==> config.mk <==
export PLATFORM = sky130hd
export DESIGN_NAME = usart_frame_transmitter
export DESIGN_NICKNAME = d
export VERILOG_FILES = /design/src/verilog/usart_tx_pkg.sv /design/src/verilog/tx_char_fifo.sv /design/src/verilog/usart_frame_transmitter.sv
export VERILOG_INCLUDE_DIRS = /design/src /design/src/verilog
export SDC_FILE = /design/constraint.sdc
export NUM_CORES = 1
export LEC_CHECK = 0
export BUFFER_PORTS_ARGS = -buffer_cell sky130_fd_sc_hd__buf_4
export CORE_MARGIN = 2
export CORE_UTILIZATION = 39
export CTS_CLUSTER_SIZE = 12
export DETAILED_ROUTE_END_ITERATION = 6
export SYNTH_ARGS = -nofsm -noshare
export SYNTH_HDL_FRONTEND = slang
export SYNTH_SLANG_ARGS = --single-unit
export TNS_END_PERCENT = 100
==> constraint.sdc <==
create_clock -name clk_i -period 4.2 [get_ports clk_i]
set_clock_uncertainty 0.05 [all_clocks]
set_input_delay 0.21 -clock clk_i [delete_from_list [all_inputs] [get_ports clk_i]]
set_output_delay 0.21 -clock clk_i [all_outputs]
set_load 0.01 [all_outputs]
==> src/verilog/usart_tx_defs.svh <==
// constants for the serial frame transmitter: codes, field positions, divisors, reset values
`ifndef USART_TX_DEFS_SVH
`define USART_TX_DEFS_SVH

// longest frame: start + 9 data + parity + 2 stops
`define UTX_FRAME_W        13
`define UTX_CNT_W          4
`define UTX_MAX_DATA       9

// character size codes (three-bit field)
`define UTX_CS_5BIT        3'h0
`define UTX_CS_6BIT        3'h1
`define UTX_CS_7BIT        3'h2
`define UTX_CS_8BIT        3'h3
`define UTX_CS_9BIT        3'h7

// parity mode field positions
`define UTX_PAR_EN_POS     1
`define UTX_PAR_ODD_POS    0

// transmitter clock divisors applied to the baud tick
`define UTX_DIV_NORMAL     5'h10
`define UTX_DIV_DOUBLE     5'h08

// reset values
`define UTX_RST_DIVCNT     12'h000
`define UTX_RST_PRESC      5'h00
`define UTX_RST_FRAME      13'h1FFF

`endif

==> src/verilog/usart_tx_pkg.sv <==
// types shared by the serial frame transmitter and its bench
package usart_tx_pkg;

  // transmitter clocking modes
  typedef enum logic [1:0] {
    MODE_ASYNC_NORMAL = 2'b00,
    MODE_ASYNC_DOUBLE = 2'b01,
    MODE_SYNC_MASTER  = 2'b10,
    MODE_SYNC_SLAVE   = 2'b11
  } clk_mode_t;

  // shifter states
  typedef enum logic [0:0] {
    SHIFT_IDLE = 1'b0,
    SHIFT_BUSY = 1'b1
  } shift_state_t;

  // three-bit character size code
  typedef logic [2:0] char_size_t;

endpackage : usart_tx_pkg
==> src/verilog/tx_char_fifo.sv <==
// small synchronous FIFO holding characters waiting for the shifter
`timescale 1ns/100ps
module tx_char_fifo #(
  parameter int WIDTH = 9,
  parameter int DEPTH = 16
) (
  input  wire logic             clk_i,
  input  wire logic             reset_i,
  input  wire logic [WIDTH-1:0] in_data_i,
  input  wire logic             in_valid_i,
  output logic                  in_ready_o,
  output logic [WIDTH-1:0]      out_data_o,
  output logic                  out_valid_o,
  input  wire logic             out_ready_i
);

  localparam int AW = (DEPTH > 1) ? $clog2(DEPTH) : 1;

  // refuse shapes the pointer logic cannot serve
  initial begin
    if (WIDTH < 1 || DEPTH < 2 || (1 << AW) != DEPTH) begin
      $error("tx_char_fifo: DEPTH must be a power of two >= 2, WIDTH >= 1");
    end
  end

  logic [WIDTH-1:0] mem [DEPTH];   // storage words
  logic [AW-1:0]    wr_ptr;        // next slot to fill
  logic [AW-1:0]    rd_ptr;        // oldest word
  logic [AW:0]      count;         // words held
  logic             push;
  logic             pop;

  assign in_ready_o  = (count != DEPTH[AW:0]);
  assign out_valid_o = (count != '0);
  assign push        = in_valid_i && in_ready_o;
  assign pop         = out_valid_o && out_ready_i;
  assign out_data_o  = mem[rd_ptr];

  // storage write, no reset needed for data
  always_ff @(posedge clk_i) begin
    if (push) begin
      mem[wr_ptr] <= in_data_i;
    end
  end

  // pointers and fill level
  always_ff @(posedge clk_i) begin
    if (reset_i) begin
      wr_ptr <= '0;
      rd_ptr <= '0;
      count  <= '0;
    end else begin
      if (push) begin
        wr_ptr <= wr_ptr + 1'b1;
      end
      if (pop) begin
        rd_ptr <= rd_ptr + 1'b1;
      end
      count <= count + {{AW{1'b0}}, push} - {{AW{1'b0}}, pop};
    end
  end

endmodule : tx_char_fifo

==> src/verilog/usart_frame_transmitter.sv <==
// serial frame formatter and transmitter with character buffer and clock selection
`timescale 1ns/100ps
`include "usart_tx_defs.svh"
module usart_frame_transmitter #(
  parameter int DIV_W      = 12,
  parameter int FIFO_DEPTH = 16
) (
  input  wire logic                    clk_i,
  input  wire logic                    reset_i,
  // frame format, shared with the receiver
  input  wire usart_tx_pkg::char_size_t char_size_sel_i,
  input  wire logic [1:0]              parity_mode_sel_i,
  input  wire logic                    stop_bits_sel_i,
  // clocking
  input  wire logic [DIV_W-1:0]        baud_divisor_reg_i,
  input  wire logic                    double_speed_bit_i,
  input  wire logic                    sync_mode_i,
  input  wire logic                    sync_master_i,
  input  wire logic                    clock_polarity_i,
  // control
  input  wire logic                    transmitter_on_i,
  input  wire logic                    tx_ninth_bit_i,
  // data buffer write port
  input  wire logic [7:0]              data_buffer_reg_i,
  input  wire logic                    data_write_i,
  output logic                         data_ready_o,
  // status
  output logic                         tx_buffer_empty_flag_o,
  output logic                         tx_complete_flag_o,
  input  wire logic                    tx_complete_clear_i,
  // receiver stop-bit check
  input  wire logic                    rx_first_stop_i,
  input  wire logic                    rx_stop_strobe_i,
  output logic                         frame_error_flag_o,
  // pins
  output logic                         serial_out_pin_o,
  output logic                         serial_out_oe_o,
  input  wire logic                    sync_clock_pin_i,
  output logic                         sync_clock_pin_o,
  output logic                         sync_clock_oe_o
);

  import usart_tx_pkg::*;

  // refuse a divisor width the baud counter cannot hold
  initial begin
    if (DIV_W < 1 || DIV_W > 16) begin
      $error("usart_frame_transmitter: DIV_W must be 1..16");
    end
  end

  // ---------------------------------------------------------------
  // helper functions
  // ---------------------------------------------------------------

  // number of data bits for a size code; reserved codes act as eight
  function automatic logic [3:0] data_bits(input char_size_t cs);
    logic [3:0] n;
    n = 4'h8;
    if (cs == `UTX_CS_9BIT) begin
      n = 4'h9;
    end else if (cs <= `UTX_CS_8BIT) begin
      n = 4'h5 + {2'b00, cs[1:0]};
    end
    return n;
  endfunction : data_bits

  // keep only the bits the character size uses
  function automatic logic [8:0] mask_char(input logic [8:0] d, input logic [3:0] n);
    logic [8:0] m;
    m = '0;
    for (int i = 0; i < `UTX_MAX_DATA; i++) begin
      if (i < n) begin
        m[i] = d[i];
      end
    end
    return m;
  endfunction : mask_char

  // parity over the used data bits, inverted for odd
  function automatic logic parity_of(input logic [8:0] d, input logic odd);
    return (^d) ^ odd;
  endfunction : parity_of

  // total bits on the line for the current format
  function automatic logic [3:0] frame_len(input logic [3:0] n, input logic par,
                                           input logic two_stop);
    return 4'h2 + n + {3'b000, par} + {3'b000, two_stop};
  endfunction : frame_len

  // frame vector, bit 0 leaves the shifter first
  function automatic logic [`UTX_FRAME_W-1:0] build_frame(input logic [8:0] d,
                                                          input logic [3:0] n,
                                                          input logic par,
                                                          input logic odd);
    logic [`UTX_FRAME_W-1:0] f;
    f    = `UTX_RST_FRAME;
    f[0] = 1'b0;
    for (int i = 0; i < `UTX_MAX_DATA; i++) begin
      if (i < n) begin
        f[1+i] = d[i];
      end
    end
    if (par) begin
      f[1+n] = parity_of(d, odd);
    end
    return f;
  endfunction : build_frame

  // ---------------------------------------------------------------
  // format decode, also what the receiver sees
  // ---------------------------------------------------------------
  logic [3:0] fmt_bits;         // data bits per character
  logic       fmt_par;          // parity enabled
  logic       fmt_odd;          // odd parity selected
  logic [3:0] fmt_len;          // bits per frame

  assign fmt_bits = data_bits(char_size_sel_i);
  assign fmt_par  = parity_mode_sel_i[`UTX_PAR_EN_POS];
  assign fmt_odd  = parity_mode_sel_i[`UTX_PAR_ODD_POS];
  // stop select adds the second stop
  assign fmt_len  = frame_len(fmt_bits, fmt_par, stop_bits_sel_i);

  // ---------------------------------------------------------------
  // clock mode selection
  // ---------------------------------------------------------------
  clk_mode_t mode;              // current transmitter clock mode

  // combinational mode decode; double speed only matters when async
  always_comb begin
    if (sync_mode_i) begin
      mode = sync_master_i ? MODE_SYNC_MASTER : MODE_SYNC_SLAVE;
    end else begin
      mode = double_speed_bit_i ? MODE_ASYNC_DOUBLE : MODE_ASYNC_NORMAL;
    end
  end

  // ---------------------------------------------------------------
  // transmit buffer
  // ---------------------------------------------------------------
  logic [8:0] wr_word;          // ninth bit and low byte
  logic [8:0] buf_word;         // oldest waiting character
  logic       buf_valid;        // buffer holds a character
  logic       buf_pop;          // shifter takes a character

  // ninth bit must already be set when the low byte arrives
  assign wr_word = {tx_ninth_bit_i, data_buffer_reg_i};

  // a write of the data buffer queues a character
  tx_char_fifo #(
    .WIDTH (9),
    .DEPTH (FIFO_DEPTH)
  ) u_fifo (
    .clk_i       (clk_i),
    .reset_i     (reset_i),
    .in_data_i   (wr_word),
    .in_valid_i  (data_write_i),
    .in_ready_o  (data_ready_o),
    .out_data_o  (buf_word),
    .out_valid_o (buf_valid),
    .out_ready_i (buf_pop)
  );

  // empty flag straight from the buffer level
  assign tx_buffer_empty_flag_o = !buf_valid;

  // ---------------------------------------------------------------
  // enable with drain: stays active until all data has left
  // ---------------------------------------------------------------
  logic         active;         // transmitter owns the pins
  shift_state_t state;          // shifter state

  always_ff @(posedge clk_i) begin
    if (reset_i) begin
      active <= 1'b0;
    end else if (transmitter_on_i) begin
      active <= 1'b1;
    end else if (state == SHIFT_IDLE && !buf_valid) begin
      active <= 1'b0;
    end
  end

  // ---------------------------------------------------------------
  // external clock pin synchroniser, three stages
  // ---------------------------------------------------------------
  logic xck_meta;               // first stage, only feeds the second
  logic xck_s2;                 // second stage
  logic xck_s3;                 // third stage, edge reference

  always_ff @(posedge clk_i) begin
    if (reset_i) begin
      xck_meta <= 1'b0;
      xck_s2   <= 1'b0;
      xck_s3   <= 1'b0;
    end else begin
      xck_meta <= sync_clock_pin_i;
      xck_s2   <= xck_meta;
      xck_s3   <= xck_s2;
    end
  end

  // a change counts while the second stage has it and the third does not yet
  logic ext_rise;               // external rising edge seen
  logic ext_fall;               // external falling edge seen

  assign ext_rise = xck_s2 && !xck_s3;
  assign ext_fall = !xck_s2 && xck_s3;

  // ---------------------------------------------------------------
  // baud generator: down-counter reloaded with the divisor
  // ---------------------------------------------------------------
  logic [DIV_W-1:0] div_cnt;    // counts system clocks per baud tick
  logic             baud_tick;  // one pulse per divisor period

  assign baud_tick = (div_cnt == '0);

  always_ff @(posedge clk_i) begin
    if (reset_i) begin
      div_cnt <= DIV_W'(`UTX_RST_DIVCNT);
    end else if (baud_tick) begin
      div_cnt <= baud_divisor_reg_i;
    end else begin
      div_cnt <= div_cnt - 1'b1;
    end
  end

  // ---------------------------------------------------------------
  // async prescaler: 16 ticks normal, 8 ticks double speed
  // ---------------------------------------------------------------
  logic [4:0] presc;            // baud ticks within one bit
  logic [4:0] presc_top;        // last prescaler value for the mode

  assign presc_top = (mode == MODE_ASYNC_DOUBLE) ? (`UTX_DIV_DOUBLE - 5'h01)
                                                 : (`UTX_DIV_NORMAL - 5'h01);

  always_ff @(posedge clk_i) begin
    if (reset_i) begin
      presc <= `UTX_RST_PRESC;
    end else if (baud_tick) begin
      // restart early if the mode shrinks the period under the count
      presc <= (presc >= presc_top) ? 5'h00 : presc + 5'h01;
    end
  end

  // ---------------------------------------------------------------
  // master synchronous clock output: toggles on every baud tick
  // ---------------------------------------------------------------
  logic xck_out;                // generated clock level

  always_ff @(posedge clk_i) begin
    if (reset_i) begin
      xck_out <= 1'b0;
    end else if (mode == MODE_SYNC_MASTER && active) begin
      if (baud_tick) begin
        xck_out <= !xck_out;
      end
    end else begin
      // idle at the level that precedes the change edge
      xck_out <= clock_polarity_i;
    end
  end

  assign sync_clock_pin_o = xck_out;
  // pin is taken over only in master synchronous mode
  assign sync_clock_oe_o  = active && (mode == MODE_SYNC_MASTER);

  // ---------------------------------------------------------------
  // bit tick: the moment the line may change
  // ---------------------------------------------------------------
  logic bit_tick;               // start of a new bit period

  // polarity zero changes data on the rising clock edge
  always_comb begin
    unique case (mode)
      MODE_ASYNC_NORMAL,
      MODE_ASYNC_DOUBLE: bit_tick = baud_tick && (presc == presc_top);
      MODE_SYNC_MASTER:  bit_tick = baud_tick && (xck_out == clock_polarity_i);
      MODE_SYNC_SLAVE:   bit_tick = clock_polarity_i ? ext_fall : ext_rise;
    endcase
  end

  // ---------------------------------------------------------------
  // shifter
  // ---------------------------------------------------------------
  logic [`UTX_FRAME_W-1:0] shifter;   // bit 0 is on the line
  logic [`UTX_CNT_W-1:0]   remaining; // bits left including current
  logic                    last_bit;  // current bit is the final stop
  logic                    take;      // load a new frame this tick
  logic [8:0]              load_data; // character trimmed to size

  assign last_bit  = (state == SHIFT_BUSY) && (remaining == 4'h1);
  // unused high bits of the written byte never reach the line
  assign load_data = mask_char(buf_word, fmt_bits);
  // idle shifter, or the tick that ends the last stop bit
  assign take      = bit_tick && active && buf_valid &&
                     (state == SHIFT_IDLE || last_bit);
  assign buf_pop   = take;

  // shifter state machine
  always_ff @(posedge clk_i) begin
    if (reset_i) begin
      state <= SHIFT_IDLE;
    end else begin
      unique case (state)
        SHIFT_IDLE: begin
          if (take) begin
            state <= SHIFT_BUSY;
          end
        end
        SHIFT_BUSY: begin
          if (bit_tick && last_bit && !take) begin
            state <= SHIFT_IDLE;
          end
        end
      endcase
    end
  end

  // frame contents and bit count
  always_ff @(posedge clk_i) begin
    if (reset_i) begin
      shifter   <= `UTX_RST_FRAME;
      remaining <= '0;
    end else if (take) begin
      // back-to-back: the new start bit follows the stop directly
      shifter   <= build_frame(load_data, fmt_bits, fmt_par, fmt_odd);
      remaining <= fmt_len;
    end else if (bit_tick && state == SHIFT_BUSY) begin
      // ones shift in so the line rests high after the frame
      shifter   <= {1'b1, shifter[`UTX_FRAME_W-1:1]};
      remaining <= remaining - 4'h1;
    end
  end

  // line level comes straight from the shifter flop
  assign serial_out_pin_o = shifter[0];
  // port logic gets the pin back only after the drain completes
  assign serial_out_oe_o  = active;

  // ---------------------------------------------------------------
  // transmit complete flag
  // ---------------------------------------------------------------
  logic done_evt;               // frame ended with nothing waiting

  assign done_evt = bit_tick && last_bit && !take && !buf_valid;

  // a completion in the clearing cycle wins over the clear
  always_ff @(posedge clk_i) begin
    if (reset_i) begin
      tx_complete_flag_o <= 1'b0;
    end else if (done_evt) begin
      tx_complete_flag_o <= 1'b1;
    end else if (tx_complete_clear_i) begin
      tx_complete_flag_o <= 1'b0;
    end
  end

  // ---------------------------------------------------------------
  // receiver stop check: only the first stop bit is judged
  // ---------------------------------------------------------------
  // the receiver works from the same decoded format as above
  always_ff @(posedge clk_i) begin
    if (reset_i) begin
      frame_error_flag_o <= 1'b0;
    end else if (rx_stop_strobe_i) begin
      frame_error_flag_o <= !rx_first_stop_i;
    end
  end

endmodule : usart_frame_transmitter

# [After elaboration in Yosys (flattened, before gate mapping)]
# Memories as Yosys holds them, arrays and structs flattened. A register that Yosys moved wholly into a read port is not among the register bits.
# Cells that the tools add are included.
[word_totals] memories=1 romBits=0 latch_bits=0 ram_bits=144 ff_bits=55 input_bits=39 wordCells=151 output_inout_bits=8
[op_classes] n_mux=67 n_bitwise=2 shift=0 n_lt_le_gt_ge=13 n_mul=0 eq_ne=9 n_reduce_logical=32 n_div=0 n_addsub=12
[mem_list] name="u_fifo.mem" depth=16 width=9 read_ports=1 rd_ports_with_merged_regs=1 wr=1 line_no="tx_char_fifo.sv:26" source="logic [WIDTH-1:0] mem [DEPTH];"
[op_table] cell="1-bit two-way mux" n=50
[op_table] cell="13-bit two-way mux" n=3
[op_table] cell="4-bit two-way mux" n=7
[op_table] cell="1-bit logical AND" n=17
[op_table] cell="3-bit by 4-bit < comparator with 1-bit output (first input constant)" n=4
[op_table] cell="13-bit bitwise mux" n=1
[op_table] cell="12-bit logical NOT" n=1
[op_table] cell="12-bit two-way mux" n=1
[op_table] cell="12-bit by 1-bit subtractor with 12-bit output (second input constant)" n=1
[op_table] cell="9-bit XOR reduction" n=1
[op_table] cell="4-bit by 1-bit adder with 4-bit output" n=2
[op_table] cell="4-bit by 1-bit adder with 4-bit output (second input constant)" n=2
[op_table] cell="1-bit by 4-bit < comparator with 1-bit output (first input constant)" n=2
[op_table] cell="2-bit by 4-bit < comparator with 1-bit output (first input constant)" n=2
[op_table] cell="1-bit logical NOT" n=6
[op_table] cell="2-bit nonzero test" n=3
[op_table] cell="1-bit by 4-bit adder with 5-bit output (first input constant)" n=1
[op_table] cell="5-bit by 1-bit adder with 5-bit output" n=1
[op_table] cell="5-bit by 1-bit adder with 5-bit output (second input constant)" n=1
[op_table] cell="5-bit by 4-bit equality test with 1-bit output" n=1
[op_table] cell="5-bit by 1-bit greater-or-equal comparator with 1-bit output (second input constant)" n=1
[op_table] cell="5-bit by 4-bit greater-or-equal comparator with 1-bit output" n=1
[op_table] cell="5-bit < comparator (second input constant)" n=1
[op_table] cell="5-bit two-way mux" n=1
[op_table] cell="23 further kinds" n=24

# [Logic depth before layout (Yosys ltp)]
# Gate-level depths: netlist of run 1.
[logic_depth] ltp_word=15 mapped_depth=17 ltp_nobuf=16

# [Modules after synthesis]
# Synthesis of run 1 repeated with hierarchy kept, for this count alone.
[hier_totals] hier_cells=620 area_unflattened_um2=8804.7
[by_module_without_submodules] module="tx_char_fifo" n_inst=1 area_per_inst_um2=6424.9 cells_per_inst=332 seq_area_each_um2=4664.5
[by_module_without_submodules] module="usart_frame_transmitter" n_inst=1 area_per_inst_um2=2379.8 cells_per_inst=288 seq_area_each_um2=840.8

# [Least setup slack after synthesis of run 1]
# No wires, ideal clock.
[synth_path] path_kind="reg-to-reg" start="register div_cnt[0]" end="register u_fifo.count[4]" stages_incl_launch_ff=18 t_required_ns=4.079 t_arrival_ns=3.582 slack_ns=0.498 path_buffers=1 period_less_slack_ns=3.702 setup_ns=0.071 cell_sequence="dfxtp_1 -> inv_1 -> ha_1 -> nor2b_1 -> nand4_1 -> o22ai_1 -> a22oi_1 -> nand2b_1 -> clkbuf_1 -> clkinv_1 -> ha_1 -> inv_1 -> ha_1 -> fa_1 -> a21oi_1 -> nor2_1 -> or3_1 -> a21oi_1"
[synth_via] elab_chain_cells=8 word_cells_on_any_way=9 cone_classes="add/sub: 1; mux: 1; reduce/logical: 7"
[synth_rtl] element="from (decl)" line_no="usart_frame_transmitter.sv:212" source="logic [DIV_W-1:0] div_cnt;"
[synth_rtl] element="from (signal assigned)" line_no="usart_frame_transmitter.sv:219" source="div_cnt <= DIV_W'(`UTX_RST_DIVCNT);"
[synth_rtl] element="from (signal assigned)" line_no="usart_frame_transmitter.sv:221" source="div_cnt <= baud_divisor_reg_i;"
[synth_rtl] element="from (signal assigned)" line_no="usart_frame_transmitter.sv:223" source="div_cnt <= div_cnt - 1'b1;"
[synth_rtl] element="12-bit logical NOT (*)" line_no="usart_frame_transmitter.sv:215" source="assign baud_tick = (div_cnt == '0);"
[synth_rtl] element="1-bit logical AND (on tied branches)" line_no="usart_frame_transmitter.sv:277, usart_frame_transmitter.sv:276"
[synth_rtl] element="1-bit case mux with 3 select lines (*)" line_no="usart_frame_transmitter.sv:274" source="unique case (mode)"
[synth_rtl] element="1-bit logical AND (*) (3 in a row)" line_no="usart_frame_transmitter.sv:295" source="assign take = bit_tick && active && buf_valid &&"
[synth_rtl] element="1-bit logical AND (*)" line_no="tx_char_fifo.sv:36" source="assign pop = out_valid_o && out_ready_i;"
[synth_rtl] element="via u_fifo.pop" line_no="tx_char_fifo.sv:31" source="logic pop;"
[synth_rtl] element="5-bit by 1-bit subtractor with 5-bit output (*)" line_no="tx_char_fifo.sv:59" source="count <= count + {{AW{1'b0}}, push} - {{AW{1'b0}}, pop};"
[synth_rtl] element="to (signal assigned)" line_no="tx_char_fifo.sv:59"
[synth_rtl] element="to (decl)" line_no="tx_char_fifo.sv:29" source="logic [AW:0] count;"
# Mark *: on every way through the listed nets, which the timed path passes. The rest lies on a longest branch.
# A chain may end at the register's enable or synchronous reset.

# [Final worst setup path of run 1]
# Ends and elaborated chain as after synthesis.

==> flow_metrics.py, run 1 <==
metrics = {
    "run_status": {
        "status": "finished, final reports clean",
    },
    "sta": {
        "slew_headroom_pct": 14.6,
        "finalSetupTns_ns": 0,
        "period_needed_ns": 3.83,
        "tightestPinTransition_ns": 1.28,
        "setup_viol": 0,
        "period_share_pct": 91.1,
        "finalHoldViolations": 0,
        "rsz0062_at_grt": "false",
        "fmax_mhz": 261,
        "drv_slew": 0,
    },
    "setup_path": {
        "cp-end-kind": "flip-flop",
        "crit_required_ns": 4.59,
        "r2r_cells": 16,
        "criticalPathCategory": "reg -> reg",
        "start_kind": "flip-flop",
        "cp.arrival_ns": 4.21,
        "cpPeakStageDelay_ns": 0.42,
        "crit_family": "adder cells",
        "worstPathCellList": "inv_1, ha_1, nor2b_1, nand4_1, o22ai_1, a22oi_1, nand2b_1, clkinv_1, ha_1, inv_1, ha_1, fa_1, a21oi_1, nor2_1, or3_1, a21oi_1",
        "cp.buffers_inverters": 3,
        "cp.depth": 16,
        "crit_slowest_cell": "a22oi_1",
        "cpMostUsedCell": "ha_1",
        "worstPathMaxFanout": 9,
    },
    "final_layout": {
        "area_growth_syn_to_layout_pct": 19.3,
        "layout_commonest_cell": "edfxtp_1",
        "drive_gt1_share_pct": 18.5,
        "mostFrequentLayoutCells": "144 x edfxtp_1, 78 x nor2_1, 64 x buf_4, 59 x dfxtp_1, 52 x nand2_1",
        "num_antenna_cells": 0,
        "layout.nets": 786,
        "final_cells": 1019,
    },
    "cts": {
        "cts_setup_buffers": 0,
        "numCtsBuffers": 23,
        "cts_hold_buf": 24,
        "clock_sinks": 203,
        "clk_path_buf_depth": 3,
        "cts_root_buf": "clkbuf_16",
        "clk_pin_slew_ns": 0.06,
        "htreeDepth": 1,
        "ctsResizeCount": 0,
        "cts_tree": "built",
        "clk_latency_ns": 0.51,
    },
    "yosys": {
        "ys_seq_area_share_pct": 62.8,
        "synth_edf_count": 144,
        "synth-async-reset-ratio_pct": 0,
        "syn-num-nets": 698,
        "ys_ff_latch": 203,
        "syn_inst": 639,
        "syn_area_um2": 8760,
        "ys_warn_count": 0,
        "synth_ff_type": "edfxtp_1",
        "avgSynthCellArea_um2": 13.7,
        "yosysUniqueCellTypes": 57,
    },
    "worst_hold_path": {
        "whs_path_depth": 4,
        "hold_class": "in -> reg",
    },
    "detailed_routing": {
        "vias": 5382,
        "dr.pass1.iters": 4,
        "drt-total-wl_um": 19000,
        "wl_per_cell_um": 18.6,
        "viasPerCell": 5.28,
        "drtAntennaViolNets": 0,
        "drc": 0,
        "drt_iter0_drc": 276,
    },
    "floorplan": {
        "coreArea_um2": 22000,
        "io_pins": 47,
        "core.rowCount": 54,
        "die_x_um": 154,
        "die_h_um": 154,
        "dieArea_um2": 23700,
        "start_util_pct": 39.9,
    },
    "placed_design": {
        "gp_congestion": 0.804,
        "dp.cells": 958,
        "numPortBuffers": 46,
        "hpwl_um": 12100,
    },
    "global_route": {
        "antenna_found_initial": 0,
        "grtUsageTotal_pct": 16.3,
        "grt_overflow": 0,
        "grt_pass1_vias": 5416,
        "grt_max_degree": 56,
        "grt_pass1_wl_um": 30100,
    },
    "power": {
        "powerDensity_nw_per_um2": 483,
        "p_leak_nw": 3.66,
        "ir_drop_v": 0.000299,
    },
    "flow_run": {
        "maxCapViolCount": 0,
    },
}
[path summary, 6_finish.rpt]
check | to | slack, ns | from
min reg2reg | shifter[12]$_SDFFE_PP1P_ | 0.40 | shifter[12]$_SDFFE_PP1P_
max reg2reg | u_fifo.count[4]$_SDFF_PP0_ | 0.37 | div_cnt[0]$_SDFF_PP0_
max | u_fifo.count[4]$_SDFF_PP0_ | 0.37 | div_cnt[0]$_SDFF_PP0_
min | shifter[9]$_SDFFE_PP1P_ | 0.04 | parity_mode_sel_i[1]
[cell families (layout without fill, tap and decap cells)]
kind of cell    count (synthesis)  count (layout)  synth area share (%)
fa+ha+maj                      20              20                  3.03
compound gates                 80              80                  5.91
buf+inv                        47             147                  2.40
simple gates                  201             201                  10.7
flops                         203             203                  62.8
mux                            58              58                  11.8
xor+xnor                       30              30                  3.33
[stage by stage]
step           hold WS [ns]  area, µm²  worst slack [ns]  util (%)  power (mW)
2_1_floorplan         0.255       8760             0.498         -        2.95
3_3_place_gp          0.347       9500             0.523      43.3        3.15
3_5_place_dp          0.349       9500             0.354      43.3        3.20
4_1_cts              0.0188      10500             0.336      47.6        5.12
5_1_grt              0.0812      10500           0.00544      47.6        5.30
6_report             0.0381      10500             0.375      47.6        5.06
[tightest hold or removal path, delay by kind of cell]
| family | cells | cell delay [ns] |
|---|---|---|
| simple gates | 1 | 0.06 |
| compound gates | 2 | 0.15 |
| buf+inv | 1 | 0.15 |
[sequential cells by signal (all words and copies together), names as in the netlist, named ones only]
| signal | count |
|---|---|
| u_fifo.mem | 144 |
| frame_error_flag_o | 1 |
| xck_s2 | 1 |
| tx_complete_flag_o | 1 |
| u_fifo.wr_ptr | 4 |
| sync_clock_pin_o | 1 |
| state | 1 |
| u_fifo.rd_ptr | 4 |
| serial_out_oe_o | 1 |
| u_fifo.count | 5 |
| remaining | 4 |
| presc | 5 |
| div_cnt | 12 |
| xck_s3 | 1 |
| xck_meta | 1 |
| shifter | 13 |
[power by group]
| part | switching, mW | total (mW) | internal (mW) |
|---|---|---|---|
| logic | 0.455 | 0.834 | 0.380 |
| registers | 0.0771 | 2.34 | 2.26 |
| clock network | 0.761 | 1.88 | 1.12 |
| total | 1.29 | 5.06 | 3.76 |
[cell type report]
class,instances,area (µm²)
sequential,203,5510
tap,280,350
clock buffer,31,677
clock inverter,6,42.5
multi-input combinational,389,3050
inverter,20,75.1
timing repair buffer,90,761
fill,1900,11500
[layer usage]
metal | wire, µm | global-route usage (%) | up-vias
met5 | 0 | 0 | -
met4 | 309 | 4.58 | 0
met3 | 1130 | 2.56 | 22
met2 | 9340 | 28.3 | 126
met1 | 8200 | 21.3 | 2685
li1 | - | - | 2549
[synth_stat cells (12+ instances only)]
library cell	instances	area [µm²]
inv_1	19	71.3
xnor2_1	17	149
a211oi_1	12	90.1
nor2b_1	17	106
mux4_2	27	608
nand2_1	52	195
nor3_1	13	65.1
ha_1	18	225
mux2i_1	21	210
edfxtp_1	144	4320
nor2_1	78	293
dfxtp_1	59	1180
a21oi_1	28	140
clkbuf_1	15	56.3
Note: power is estimated with default switching activity, not from simulation.
==> run 2: changes to the inputs <==
Settings changed: PLACE_DENSITY_LB_ADDON set to 0.05.
==> run 2 against run 1 <==
Against the previous run: worst hold slack worse by 0.014 ns; first-iteration DRC count decreased by 4.7%; die area unchanged; register-to-register slack better by 0.04 ns; sequential power is essentially flat; largest power group unchanged; count of clock-buffer cells in the layout rose by 10; utilization increased by 0.45 points; sequential share of layout area down 0.49 points; global-route usage is 0.59 points higher; setup slack gained 0.037 ns; largest cell class unchanged; critical path depth grew 1; combinational power hardly changed.
==> flow_metrics.py, run 2 (synthesis gave the netlist of run 1 again) <==
metrics = {
    "final_layout": {
        "largest_register_ffs": 144,
        "layout.nets": 794,
        "reg_top3": "u_fifo.mem x144, shifter x13, div_cnt x12",
        "area_growth_syn_to_layout_pct": 20.5,
        "layout_commonest_cell": "edfxtp_1",
        "drive_gt1_share_pct": 19.4,
        "num_antenna_cells": 0,
        "fin_area_um2": 10600,
        "mostFrequentLayoutCells": "144 x edfxtp_1, 78 x nor2_1, 73 x buf_4, 59 x dfxtp_1, 52 x nand2_1",
        "final_cells": 1033,
        "regMostFlops": "u_fifo.mem",
        "final.fill_count": 1915,
    },
    "cts": {
        "ctsResizeCount": 0,
        "clk_path_buf_depth": 3,
        "cts_root_buf": "clkbuf_16",
        "cts_setup_buffers": 0,
        "htreeDepth": 1,
        "clock_sinks": 203,
        "cts_tree": "built",
        "clk_pin_slew_ns": 0.05,
        "numCtsBuffers": 24,
        "cts_hold_buf": 24,
        "clk_latency_ns": 0.53,
    },
    "global_route": {
        "grtUsageTotal_pct": 16.9,
        "grt_max_degree": 56,
        "grt_pass1_wl_um": 30500,
        "grt_pass1_vias": 5322,
        "grt_overflow": 0,
        "antenna_found_initial": 0,
    },
    "floorplan": {
        "io_pins": 47,
        "core.rowCount": 54,
        "start_util_pct": 39.9,
        "dieArea_um2": 23700,
        "coreArea_um2": 22000,
        "die_h_um": 154,
        "die_x_um": 154,
    },
    "detailed_routing": {
        "drt-total-wl_um": 19500,
        "viasPerCell": 5.12,
        "wl_per_cell_um": 18.9,
        "dr.pass1.iters": 4,
        "drc": 0,
        "vias": 5291,
        "drtAntennaViolNets": 0,
        "drt_iter0_drc": 263,
    },
    "sta": {
        "period_share_pct": 90.2,
        "finalHoldViolations": 0,
        "setup_viol": 0,
        "rsz0062_at_grt": "false",
        "fmax_mhz": 264,
        "tightestPinTransition_ns": 0.777,
        "drv_slew": 0,
        "period_needed_ns": 3.79,
        "slew_headroom_pct": 48.1,
        "finalSetupTns_ns": 0,
    },
    "setup_path": {
        "cp-end-kind": "flip-flop",
        "crit_required_ns": 4.58,
        "worstPathMaxFanout": 9,
        "cp.arrival_ns": 4.17,
        "start_kind": "flip-flop",
        "criticalPathCategory": "reg -> reg",
    },
    "placed_design": {
        "gp_congestion": 0.780,
        "numPortBuffers": 46,
        "hpwl_um": 12900,
        "placed_area_um2": 9530,
        "dp.cells": 965,
    },
    "worst_hold_path": {
        "hold_class": "in -> reg",
    },
    "power": {
        "ir_drop_v": 0.000351,
        "p_total_mw": 5.18,
        "p_leak_nw": 3.71,
        "powerDensity_nw_per_um2": 490,
    },
    "flow_run": {
        "maxCapViolCount": 0,
    },
    "run_status": {
        "status": "finished, final reports clean",
    },
}
## run 2: cell types whose count changed in the layout (fill, tap and decap cells not counted), sizes merged
cell / before / now
clkbuf: 31 / 41
clkinv: 6 / 3
buf: 66 / 73
## run 2: critical path, stage by stage (launching register included)
cell and delay, ns:
dfxtp_1 0.34, inv_1 0.05, ha_1 0.22, nor2b_1 0.15
nand4_1 0.30, o22ai_1 0.15, a22oi_1 0.20, buf_4 0.16
nand2b_1 0.13, clkinv_1 0.26, ha_1 0.38, inv_1 0.04
ha_1 0.19, fa_1 0.41, a21oi_1 0.14, nor2_1 0.06
or3_1 0.35, a21oi_1 0.14
## run 2: layer usage
layer  wire (µm)  GRT usage [%]  up-vias
met2        9750           29.8      110
li1            -              -     2579
met1        8460           21.8     2579
met3         975           3.33       23
met4         302           3.56        0
met5           0              0        -
## run 2: through the flow
step / setup WS [ns] / util (%) / hold WS, ns
detailed placement: 0.360 / 43.4 / 0.347
floorplan: 0.498 / - / 0.255
finish: 0.411 / 48.1 / 0.0246
CTS: 0.335 / 48.1 / 0.0128
global route: 0.00580 / 48.1 / 0.0552
global placement: 0.462 / 43.4 / 0.346
## run 2: layout make-up
cell class	count	area, µm²	share of cell area (%)
clock buffer	41	744	7.05
clock inverter	3	46.3	0.438
inverter	20	75.1	0.711
multi-input combinational	389	3050	28.9
sequential	203	5510	52.1
tap	280	350	3.32
timing repair buffer	97	788	7.47
## run 2: path summary, 6_finish.rpt
check	start	to	slack, ns	cells after the start
hold / removal	baud_divisor_reg_i[10]	div_cnt[10]$_SDFF_PP0_	0.02	5
setup reg to reg	div_cnt[0]$_SDFF_PP0_	u_fifo.count[4]$_SDFF_PP0_	0.41	17
hold reg to reg	xck_meta$_SDFF_PP0_	xck_s2$_SDFF_PP0_	0.38	1
setup / recovery	div_cnt[0]$_SDFF_PP0_	u_fifo.count[4]$_SDFF_PP0_	0.41	17
## run 2: power by group
| group | internal, mW | switching [mW] |
|---|---|---|
| registers | 2.26 | 0.0768 |
| logic | 0.380 | 0.455 |
| clock network | 1.21 | 0.793 |
| total | 3.85 | 1.32 |
